--- src/vsl_pkg.sv ---
/*
  Shared constants for the serial load link of the two-grid display driver.
  Assumes both ends run from one 100 MHz clock.
*/
`default_nettype none
package vsl_pkg;
  // Word layout
  localparam int SEG_BITS   = 84;
  localparam int SEG_OUTS   = 42;
  localparam int DIM_BITS   = 10;
  localparam int MODE_BITS  = 2;
  localparam int FRAME_SEG  = SEG_BITS + MODE_BITS;
  localparam int FRAME_DIM  = DIM_BITS + MODE_BITS;
  localparam int DEST_POS   = 0;
  localparam int ROLE_POS   = 1;
  localparam int WORD_POS   = 2;
  localparam logic DEST_DIM = 1'b1;
  localparam logic DEST_SEG = 1'b0;
  localparam logic ROLE_MST = 1'b0;
  localparam logic ROLE_SLV = 1'b1;
  // Grid timing
  localparam int GRID_PERIOD = 2048;
  localparam int GRID_W      = 11;
  // Link timing
  localparam int CLK_MHZ    = 100;
  localparam int T_HALF_NS  = 500;
  localparam int T_LOAD_NS  = 1000;
  localparam int HALF_CYC   = (T_HALF_NS * CLK_MHZ + 999) / 1000;
  localparam int LOAD_CYC   = (T_LOAD_NS * CLK_MHZ + 999) / 1000;
  localparam int TMR_W      = 8;
  // Host register map
  localparam logic [7:0] A_CTRL = 8'h00;
  localparam logic [7:0] A_STAT = 8'h04;
  localparam logic [7:0] A_SEG0 = 8'h08;
  localparam logic [7:0] A_SEGMENT_OUT_FIRST = 8'h0c;
  localparam logic [7:0] A_SEG2 = 8'h10;
  localparam logic [7:0] A_DIM  = 8'h14;
  localparam int C_START = 0;
  localparam int C_KIND  = 1;
  localparam int C_ROLE  = 2;
  localparam logic [1:0] RESP_OK  = 2'b00;
  localparam logic [1:0] RESP_DEC = 2'b11;
endpackage
`default_nettype wire

--- src/vsl_link_if.sv ---
/*
  Three-wire serial link between host and display driver.
  Assumes the bench instantiates it and connects both ends.
*/
`default_nettype none
interface vsl_link_if;
  logic ser_data;
  logic shift_clk;
  logic load_strobe;
  modport host   (output ser_data, output shift_clk, output load_strobe);
  modport device (input ser_data, input shift_clk, input load_strobe);
endinterface
`default_nettype wire

--- src/vsl_host.sv ---
/*
  Host end: AXI4-Lite register slave that shifts a segment or dimming
  frame out over the link, mode bits last, then pulses the strobe.
*/
// Decided for this implementation: the AXI4-Lite register port and the address map.
`default_nettype none
module vsl_host
  import vsl_pkg::*;
(
  // Clock, reset, enable
  input  wire logic        mclk,
  input  wire logic        nrst,
  input  wire logic        ce,
  // AXI4-Lite
  input  wire logic [7:0]  s_awaddr,
  input  wire logic        s_awvalid,
  output logic             s_awready,
  input  wire logic [31:0] s_wdata,
  input  wire logic [3:0]  s_wstrb,
  input  wire logic        s_wvalid,
  output logic             s_wready,
  output logic [1:0]       s_bresp,
  output logic             s_bvalid,
  input  wire logic        s_bready,
  input  wire logic [7:0]  s_araddr,
  input  wire logic        s_arvalid,
  output logic             s_arready,
  output logic [31:0]      s_rdata,
  output logic [1:0]       s_rresp,
  output logic             s_rvalid,
  input  wire logic        s_rready,
  // Link
  vsl_link_if.host         link
);
  typedef enum logic [4:0] {
    H_IDLE = 5'h01, H_LOW = 5'h02, H_HIGH = 5'h04, H_LOAD = 5'h08, H_GAP = 5'h10
  } vsl_hstate_t;

  vsl_hstate_t      st_reg;
  logic [95:0]      seg_reg;
  logic [31:0]      dim_reg;
  logic             kind_reg;
  logic             role_reg;
  logic [6:0]       idx_reg;
  logic [TMR_W-1:0] tmr_reg;
  logic             sd_reg;
  logic             sck_reg;
  logic             ld_reg;

  ////////////////////////////////////////////////////////////////////
  // Frame in send order: word first, then role, then destination
  logic [FRAME_SEG-1:0] stream;
  always_comb begin
    stream = '0;
    if (kind_reg == DEST_DIM) begin
      stream[DIM_BITS-1:0] = dim_reg[DIM_BITS-1:0];
      stream[DIM_BITS]     = role_reg;
      stream[DIM_BITS+1]   = DEST_DIM;
    end else begin
      stream[SEG_BITS-1:0] = seg_reg[SEG_BITS-1:0];
      stream[SEG_BITS]     = role_reg;
      stream[SEG_BITS+1]   = DEST_SEG;
    end
  end
  wire [6:0] last_idx = (kind_reg == DEST_DIM) ? 7'(FRAME_DIM - 1)
                                                : 7'(FRAME_SEG - 1);
  wire tmr_done = (tmr_reg == '0);
  wire busy     = (st_reg != H_IDLE);

  ////////////////////////////////////////////////////////////////////
  // Bus decode
  wire wr_go = s_awvalid & s_wvalid & ~s_awready & ~s_bvalid;
  wire rd_go = s_arvalid & ~s_arready & ~s_rvalid;
  wire start = wr_go & (s_awaddr == A_CTRL) & s_wdata[C_START] & ~busy;
  wire wr_ok = (s_awaddr == A_CTRL) | (s_awaddr == A_SEG0) | (s_awaddr == A_SEGMENT_OUT_FIRST)
             | (s_awaddr == A_SEG2) | (s_awaddr == A_DIM);

  logic [31:0] rd_mux;
  logic        rd_ok;
  always_comb begin
    rd_ok = 1'b1;
    case (s_araddr)
      A_CTRL:  rd_mux = {29'h0, role_reg, kind_reg, 1'b0};
      A_STAT:  rd_mux = {31'h0, busy};
      A_SEG0:  rd_mux = seg_reg[31:0];
      A_SEGMENT_OUT_FIRST:  rd_mux = seg_reg[63:32];
      A_SEG2:  rd_mux = {12'h000, seg_reg[83:64]};
      A_DIM:   rd_mux = {22'h0, dim_reg[DIM_BITS-1:0]};
      default: begin
        rd_mux = '0;
        rd_ok  = 1'b0;
      end
    endcase
  end

  always_ff @(posedge mclk or negedge nrst) begin
    if (!nrst) begin
      s_awready <= 1'b0;
      s_wready  <= 1'b0;
      s_bvalid  <= 1'b0;
      s_bresp   <= RESP_OK;
      s_arready <= 1'b0;
      s_rvalid  <= 1'b0;
      s_rdata   <= '0;
      s_rresp   <= RESP_OK;
      seg_reg   <= '0;
      dim_reg   <= '0;
      kind_reg  <= DEST_SEG;
      role_reg  <= ROLE_MST;
    end else if (ce) begin
      s_awready <= wr_go;
      s_wready  <= wr_go;
      s_arready <= rd_go;
      if (wr_go) begin
        s_bvalid <= 1'b1;
        s_bresp  <= wr_ok ? RESP_OK : RESP_DEC;
        if (!busy && s_awaddr == A_CTRL) begin
          kind_reg <= s_wdata[C_KIND];
          role_reg <= s_wdata[C_ROLE];
        end
        if (s_awaddr == A_SEG0) seg_reg[31:0]  <= s_wdata;
        if (s_awaddr == A_SEGMENT_OUT_FIRST) seg_reg[63:32] <= s_wdata;
        if (s_awaddr == A_SEG2) seg_reg[95:64] <= {12'h000, s_wdata[19:0]};
        if (s_awaddr == A_DIM)  dim_reg        <= {22'h0, s_wdata[9:0]};
      end else if (s_bready) begin
        s_bvalid <= 1'b0;
      end
      if (rd_go) begin
        s_rvalid <= 1'b1;
        s_rdata  <= rd_mux;
        s_rresp  <= rd_ok ? RESP_OK : RESP_DEC;
      end else if (s_rready) begin
        s_rvalid <= 1'b0;
      end
    end
  end

  ////////////////////////////////////////////////////////////////////
  // Link sequencer: clock divided from mclk, 1 MHz at most
  always_ff @(posedge mclk or negedge nrst) begin
    if (!nrst) begin
      st_reg  <= H_IDLE;
      idx_reg <= '0;
      tmr_reg <= '0;
      sd_reg  <= 1'b0;
      sck_reg <= 1'b0;
      ld_reg  <= 1'b0;
    end else if (ce) begin
      if (!tmr_done) tmr_reg <= tmr_reg - 8'h01;
      case (st_reg)
        H_IDLE: if (start) begin
          st_reg  <= H_LOW;
          idx_reg <= '0;
          tmr_reg <= TMR_W'(HALF_CYC);
        end
        H_LOW: if (tmr_done) begin
          sck_reg <= 1'b1;
          st_reg  <= H_HIGH;
          tmr_reg <= TMR_W'(HALF_CYC);
        end else begin
          sd_reg <= stream[idx_reg];
        end
        H_HIGH: if (tmr_done) begin
          sck_reg <= 1'b0;
          tmr_reg <= TMR_W'(HALF_CYC);
          if (idx_reg == last_idx) begin
            st_reg <= H_LOAD;
          end else begin
            idx_reg <= idx_reg + 7'h01;
            st_reg  <= H_LOW;
          end
        end
        H_LOAD: if (tmr_done && !ld_reg) begin
          ld_reg  <= 1'b1;
          tmr_reg <= TMR_W'(LOAD_CYC);
        end else if (tmr_done) begin
          ld_reg  <= 1'b0;
          tmr_reg <= TMR_W'(HALF_CYC);
          st_reg  <= H_GAP;
        end
        H_GAP: if (tmr_done) st_reg <= H_IDLE;
        default: st_reg <= H_IDLE;
      endcase
    end
  end

  assign link.ser_data    = sd_reg;
  assign link.shift_clk   = sck_reg;
  assign link.load_strobe = ld_reg;
endmodule
`default_nettype wire

--- src/flat_wrapper.sv ---
// flat-port wrapper written by rule: the top's interface ports become plain ports
module vsl_host_flat import vsl_pkg::*;
  (mclk, nrst, ce, s_awaddr, s_awvalid, s_awready, s_wdata, s_wstrb, s_wvalid, s_wready, s_bresp, s_bvalid, s_bready, s_araddr, s_arvalid, s_arready, s_rdata, s_rresp, s_rvalid, s_rready, link_ser_data, link_shift_clk, link_load_strobe);
  vsl_link_if link_i ();
  input  wire logic mclk;
  input  wire logic nrst;
  input  wire logic ce;
  input  wire logic [7:0] s_awaddr;
  input  wire logic s_awvalid;
  output logic s_awready;
  input  wire logic [31:0] s_wdata;
  input  wire logic [3:0] s_wstrb;
  input  wire logic s_wvalid;
  output logic s_wready;
  output logic [1:0] s_bresp;
  output logic s_bvalid;
  input  wire logic s_bready;
  input  wire logic [7:0] s_araddr;
  input  wire logic s_arvalid;
  output logic s_arready;
  output logic [31:0] s_rdata;
  output logic [1:0] s_rresp;
  output logic s_rvalid;
  input  wire logic s_rready;
  output wire logic [$bits(link_i.ser_data)-1:0] link_ser_data;
  output wire logic [$bits(link_i.shift_clk)-1:0] link_shift_clk;
  output wire logic [$bits(link_i.load_strobe)-1:0] link_load_strobe;
  assign link_ser_data = link_i.ser_data;
  assign link_shift_clk = link_i.shift_clk;
  assign link_load_strobe = link_i.load_strobe;
  vsl_host u_core (.mclk(mclk), .nrst(nrst), .ce(ce), .s_awaddr(s_awaddr), .s_awvalid(s_awvalid), .s_awready(s_awready), .s_wdata(s_wdata), .s_wstrb(s_wstrb), .s_wvalid(s_wvalid), .s_wready(s_wready), .s_bresp(s_bresp), .s_bvalid(s_bvalid), .s_bready(s_bready), .s_araddr(s_araddr), .s_arvalid(s_arvalid), .s_arready(s_arready), .s_rdata(s_rdata), .s_rresp(s_rresp), .s_rvalid(s_rvalid), .s_rready(s_rready), .link(link_i));
endmodule
--- config.mk ---
export PLATFORM = sky130hd
export DESIGN_NAME = vsl_host_flat
export DESIGN_NICKNAME = d
export VERILOG_FILES = /design/src/vsl_pkg.sv /design/src/vsl_link_if.sv /design/src/vsl_host.sv /design/src/flat_wrapper.sv
export SDC_FILE = /design/constraint.sdc
export NUM_CORES = 1
export LEC_CHECK = 0
export BUFFER_PORTS_ARGS = -buffer_cell sky130_fd_sc_hd__buf_2
export CAP_MARGIN = 15
export CORE_ASPECT_RATIO = 1.75
export CORE_UTILIZATION = 40
export CTS_CLUSTER_DIAMETER = 150
export DETAILED_ROUTE_END_ITERATION = 7
export PLACE_DENSITY_LB_ADDON = 0.25
export SYNTH_ARGS = -nofsm -noshare
export SYNTH_HDL_FRONTEND = slang
export SYNTH_SLANG_ARGS = --single-unit
--- constraint.sdc ---
create_clock -name mclk -period 2.5 [get_ports mclk]
set_input_delay 0.375 -clock mclk [delete_from_list [all_inputs] [get_ports mclk]]
set_output_delay 0.375 -clock mclk [all_outputs]
set_load 0.05 [all_outputs]
==> impl_metrics.yaml, run 1 <==
clocking:
  post_cts_buffers: 0
  clk_pin_slew_ns: 0.07
  cts_root_buf: "clkbuf_16"
  numCtsBuffers: 17
  cts.path.max_buffers: 2
  cts_sinks: 157
  cts-htree-levels: 4
  insertion_delay_ns: 0.43
  cts_tree: "done"
run:
  maxCapViolations: 0
setup_path:
  critPathRequiredTime_ns: 2.81
  worst-path-buf-inv: 0
  critPathSlowestCell: "or4_1"
  worstPathMaxFanout: 7
  end_kind: "flop"
  r2r-end: "u_core.st_reg[2]"
  critPathTopFamily: "simple AND/OR/NAND/NOR gates"
  cp-start-kind: "flop"
  timing.rr.start: "u_core.st_reg[4]"
  cp_slowest_stage_delay_ns: 0.48
  path_class: "reg -> reg"
  reg2regPathDepth: 6
  path_cells: "nand2b_1 -> or4_1 -> o21a_1 -> o31ai_4 -> nand2b_2 -> mux2_1"
  arrival_ns: 2.64
  r2r_slack_ns: 0.17
logic_synthesis:
  postSynthCellCount: 667
  synth_top_area_share_pct: 49.63
  synth_flop_cell: "dfrtp_1"
  syn_area_um2: 7866
  yosysWarnings: 0
  synthTopCellsByArea: "dfrtp_1 50%, mux2_2 14%, mux4_2 5.2%"
  seq_area_frac_synth_pct: 49.96
  synth_most_common_cell: "dfrtp_1"
  ys_seq_elements: 157
  synth.net_count: 731
  ys_types: 68
  avgSynthCellArea_um2: 11.79
  ys_top_cells_by_count: "156 x dfrtp_1, 95 x mux2_2, 62 x nand2_1, 31 x o21ai_1"
  yosysTopAreaCell: "dfrtp_1"
  synth_edf_count: 0
  async_flop_share_pct: 100.0
sta:
  setup_violations: 0
  rsz0062_at_grt: "no"
  setup-tns-final_ns: 0
  maxSlewHeadroom_pct: 64.18
  tightest_slew_ns: 0.5374
  layout_min_cycle_time_ns: 2.327
  fin_skew_ns: 0.006791
  slew_violations: 0
  fmax_mhz: 429.7
  finalHoldViolations: 0
  fin_crit_sh_pct: 93.09
cells_and_area:
  final_nets: 832
  fill_cells: 1724
  layout-drive-gt1-share_pct: 36.88
  largest_reg_flops: 84
  stdcell_count: 1022
  n_antenna_cell: 0
  layout-area-overhead-vs-synth_pct: 18.04
floorplan:
  core_um2: 19200
  die_y_um: 187.5
  start_util_pct: 40.98
  fp-row-count: 67
  num_io_pins: 104
  dieArea_um2: 20250
  fp.dieW_um: 108.0
grt:
  grt_use_total_pct: 21.27
  grt-ovfl-total: 0
  grt_pass1_vias: 6358
  grt_max_degree: 56
  grt_pass1_wl_mm: 33.11
  antenna_found_initial: 0
power:
  ir_drop_mv: 0.3955
  power_density_nw_per_um2: 707.9
  power_leakage_nw: 4.353
  p_total_w: 0.006573
placement:
  port_buffers: 99
  dpl.cell_count: 989
  hpwl_mm: 14.09
  gp_congestion: 0.8318
worst_hold_path:
  holdPathStages: 2
  min_from: "s_wdata[29]"
  hp-class: "in -> reg"
  min_to: "u_core.seg_reg[29]"
routing:
  dr.pass1.iters: 5
  post_drt_via_cell_ratio: 5.841
  drc: 0
  drtIter0Drc: 388
  wl_mm: 20.31
  ant_nets: 0
  wire_per_inst_um: 19.87
  via_count: 5969
status:
  outcome: "finished, final reports clean"
## metrics by stage
stage	hold slack [ns]	area (um^2)	util [%]	setup slack, ns
global route	0.1812	9285	48.37	0.07168
floorplan	0.07941	7866	-	0.2747
detailed placement	0.3580	8713	45.39	0.1782
finish	0.1879	9285	48.37	0.1728
global placement	0.3525	8713	45.39	0.2331
CTS	0.1775	9279	48.33	0.1875
## power by group
group	internal (W)	switching, W
logic	0.000445	0.000785
registers	0.00271	0.000193
clock network	0.00130	0.00114
total	0.00446	0.00212
## worst register-to-register path: cells and delay by family (launching register included)
family | cells | cell delay, ns
and+or+nand+nor | 3 | 0.89
AOI/OAI and AO/OA | 2 | 0.52
DFF | 1 | 0.46
muxes | 1 | 0.34
## per-layer routing
| layer | GRT usage (%) | vias to the layer above | routed length, um |
|---|---|---|---|
| li1 | - | 2727 | - |
| met1 | 25.40 | 3060 | 8041 |
| met2 | 37.85 | 153 | 11110 |
| met3 | 3.024 | 29 | 687 |
| met4 | 8.166 | 0 | 470 |
| met5 | 0 | - | 0 |
## cell usage in the layout (no fill, tap or decap), drive strengths merged, types with 8 or more instances in the layout
| cell type | instances |
|---|---|
| dfrtp | 156 |
| buf | 130 |
| mux2 | 98 |
| nand2 | 62 |
| o21ai | 50 |
| a21oi | 23 |
| inv | 20 |
| nor2 | 19 |
| a222oi | 18 |
| mux2i | 18 |
| mux4 | 18 |
| a22oi | 17 |
| clkbuf | 17 |
| nand3 | 11 |
| nor2b | 8 |
| nand2b | 8 |
## worst max-delay path by stage
stage	startpoint	endpoint	cells past startpoint
after floorplan	u_core.s_awready	u_core.idx_reg[4]	7
after global placement	s_awaddr[0]	u_core.idx_reg[3]	7
after detailed placement	s_wvalid	u_core.idx_reg[4]	7
after CTS	u_core.st_reg[4]	u_core.st_reg[2]	6
after global routing	u_core.s_awready	u_core.idx_reg[6]	6
final	u_core.st_reg[4]	u_core.st_reg[2]	6
## kinds of logic (layout without fill, tap and decap cells)
kind of cell / count (synthesis) / after routing / synth area share [%]
adder cells (fa/ha/maj): 4 / 4 / 0.6363
XOR/XNOR: 1 / 1 / 0.1114
buffers and inverters: 61 / 175 / 3.611
AO/OA/AOI/OAI: 156 / 156 / 13.70
AND/OR/NAND/NOR: 154 / 154 / 10.51
multiplexers: 134 / 134 / 21.47
flip-flops: 157 / 157 / 49.96
## what timing repair did
action,4_1_cts,5_1_grt
hold buffers,1,0
gates resized for setup,0,1
hold endpoints to repair,47,0
endpoints found under the setup margin,0,2
## cell type report
class | count | area [um^2] | share of cell area, %
Sequential cell | 157 | 3930 | 42.33
Multi-Input combinational cell | 449 | 3659 | 39.40
Timing Repair Buffer | 131 | 794.5 | 8.557
Clock buffer | 17 | 425.4 | 4.582
Tap cell | 241 | 301.5 | 3.248
Clock inverter | 15 | 130.1 | 1.401
Inverter | 12 | 45.04 | 0.4851
Note: power is estimated with default switching activity, not from simulation.
==> run 2, diff against run 1 <==
==> constraint.sdc (replaced) <==
create_clock -name mclk -period 2.5 [get_ports mclk]
set_input_delay 0.5 -clock mclk [delete_from_list [all_inputs] [get_ports mclk]]
set_output_delay 0.5 -clock mclk [all_outputs]
set_load 0.05 [all_outputs]
==> impl_metrics.yaml, run 2 (synthesis gave the netlist of run 1 again) <==
floorplan:
  die_y_um: 187.5
  core_um2: 19200
  fp.dieW_um: 108.0
  fp-row-count: 67
  start_util_pct: 40.98
  num_io_pins: 104
  dieArea_um2: 20250
power:
  seq_power_share_pct: 42.4
  ir_drop_mv: 0.3613
  swShare_pct: 29.37
  power_density_nw_per_um2: 733.5
  pwr-share-comb_pct: 17.7
  p_int_w: 0.004848
  clock_power_share_pct: 39.9
  power_leakage_nw: 4.386
  p_switching_w: 0.002016
placement:
  port_buffers: 99
  gp_congestion: 0.8440
  pre_cts_slack_ns: 0.06841
  hpwl_mm: 14.16
clocking:
  insertion_delay_ns: 0.43
  post_cts_resized: 0
  cts-htree-levels: 4
  postCtsHoldBufs: 0
  post_cts_buffers: 0
  numCtsBuffers: 17
  cts.path.max_buffers: 2
  cts_sinks: 157
  cts_tree: "done"
  clk_pin_slew_ns: 0.06
  cts_root_buf: "clkbuf_16"
sta:
  fmax_mhz: 432.8
  fin_skew_ns: 0.007845
  tightest_slew_ns: 0.5962
  fin_crit_sh_pct: 92.42
  finalHoldViolations: 0
  maxSlewHeadroom_pct: 60.25
  setup-tns-final_ns: 0
  hold_ws_ns: 0.03983
  timing.final.ws_setup_ns: 0.1894
  setup_violations: 0
  slew_violations: 0
  rsz0062_at_grt: "no"
  layout_min_cycle_time_ns: 2.311
setup_path:
  r2r-end: "u_core.st_reg[2]"
  end_kind: "flop"
  r2r_slack_ns: 0.19
  arrival_ns: 2.62
  timing.rr.start: "u_core.st_reg[4]"
  cp-start-kind: "flop"
  reg2regPathDepth: 6
  worstPathMaxFanout: 7
  path_class: "reg -> reg"
  critPathRequiredTime_ns: 2.81
routing:
  ant_nets: 0
  wire_per_inst_um: 19.72
  dr.pass1.iters: 7
  via_count: 5909
  wl_mm: 20.12
  drtIter0Drc: 445
  post_drt_via_cell_ratio: 5.793
  drc: 0
cells_and_area:
  layout-area-overhead-vs-synth_pct: 18.94
  layout-drive-gt1-share_pct: 36.71
  post-route-util_pct: 48.74
  largest_reg_flops: 84
  n_antenna_cell: 0
  final_cell_mix: "156 x dfrtp_1, 98 x buf_2, 95 x mux2_2"
  final_nets: 831
  final_common_cell: "dfrtp_1"
grt:
  grt-ovfl-total: 0
  grt_pass1_vias: 6209
  grt_use_total_pct: 21.27
  grt_max_degree: 59
  grt_pass1_wl_mm: 32.73
  antenna_found_initial: 0
run:
  maxCapViolations: 0
status:
  outcome: "finished, final reports clean"
worst_hold_path:
  hp-class: "in -> async"
## run 2: cell count changes in the layout (fill, tap and decap cells not counted), sizes merged
| cell | before | now |
|---|---|---|
| inv | 20 | 13 |
| bufinv | 0 | 4 |
| dlygate4sd3 | 1 | 0 |
| clkbuf | 17 | 18 |
| clkinv | 4 | 5 |
## run 2: through the flow
step           std cells  area (um^2)  total power [W]
6_report            1020         9356         0.006863
4_1_cts             1020         9356         0.006921
3_5_place_dp         989         8726         0.004168
5_1_grt             1020         9356         0.007172
2_1_floorplan        667         7866         0.003756
3_3_place_gp         989         8726         0.004124
## run 2: cell type report
cell class                 instances  area [um^2]
fill                            1764         9841
sequential                       157         3930
multi-input combinational        449         3652
timing repair buffer             130        797.0
clock buffer                      18        439.2
tap                              241        301.5
clock inverter                    13        191.4
inverter                          12        45.04
## run 2: worst max path at each step
stage / start / to
final: u_core.st_reg[4] / u_core.st_reg[2]
after global routing: u_core.s_awready / u_core.idx_reg[5]
after CTS: u_core.st_reg[4] / u_core.st_reg[2]
after detailed placement: s_wvalid / u_core.idx_reg[3]
after global placement: s_wvalid / u_core.idx_reg[3]
after floorplan: u_core.s_awready / u_core.idx_reg[4]
## run 2: power groups by stage
stage          Clock, W  Combinational [W]  Sequential, W
3_3_place_gp          0            0.00118        0.00294
3_5_place_dp          0            0.00122        0.00295
5_1_grt         0.00289            0.00134        0.00294
2_1_floorplan         0           0.000764        0.00299
6_report        0.00274            0.00121        0.00291
4_1_cts         0.00279            0.00122        0.00291
## run 2: metal layers
layer  routed length, um  track usage [%]
met1                7789            24.07
met2               11030            38.90
met3                 719            3.441
met4                 577            8.325
met5                   0                0
## run 2: worst max-delay path: stages, from the launching register on
cell	delay [ns]
dfrtp_1	0.45
nand2b_1	0.19
or4_1	0.48
o21a_1	0.23
o31ai_4	0.29
nand2b_2	0.23
mux2_1	0.33
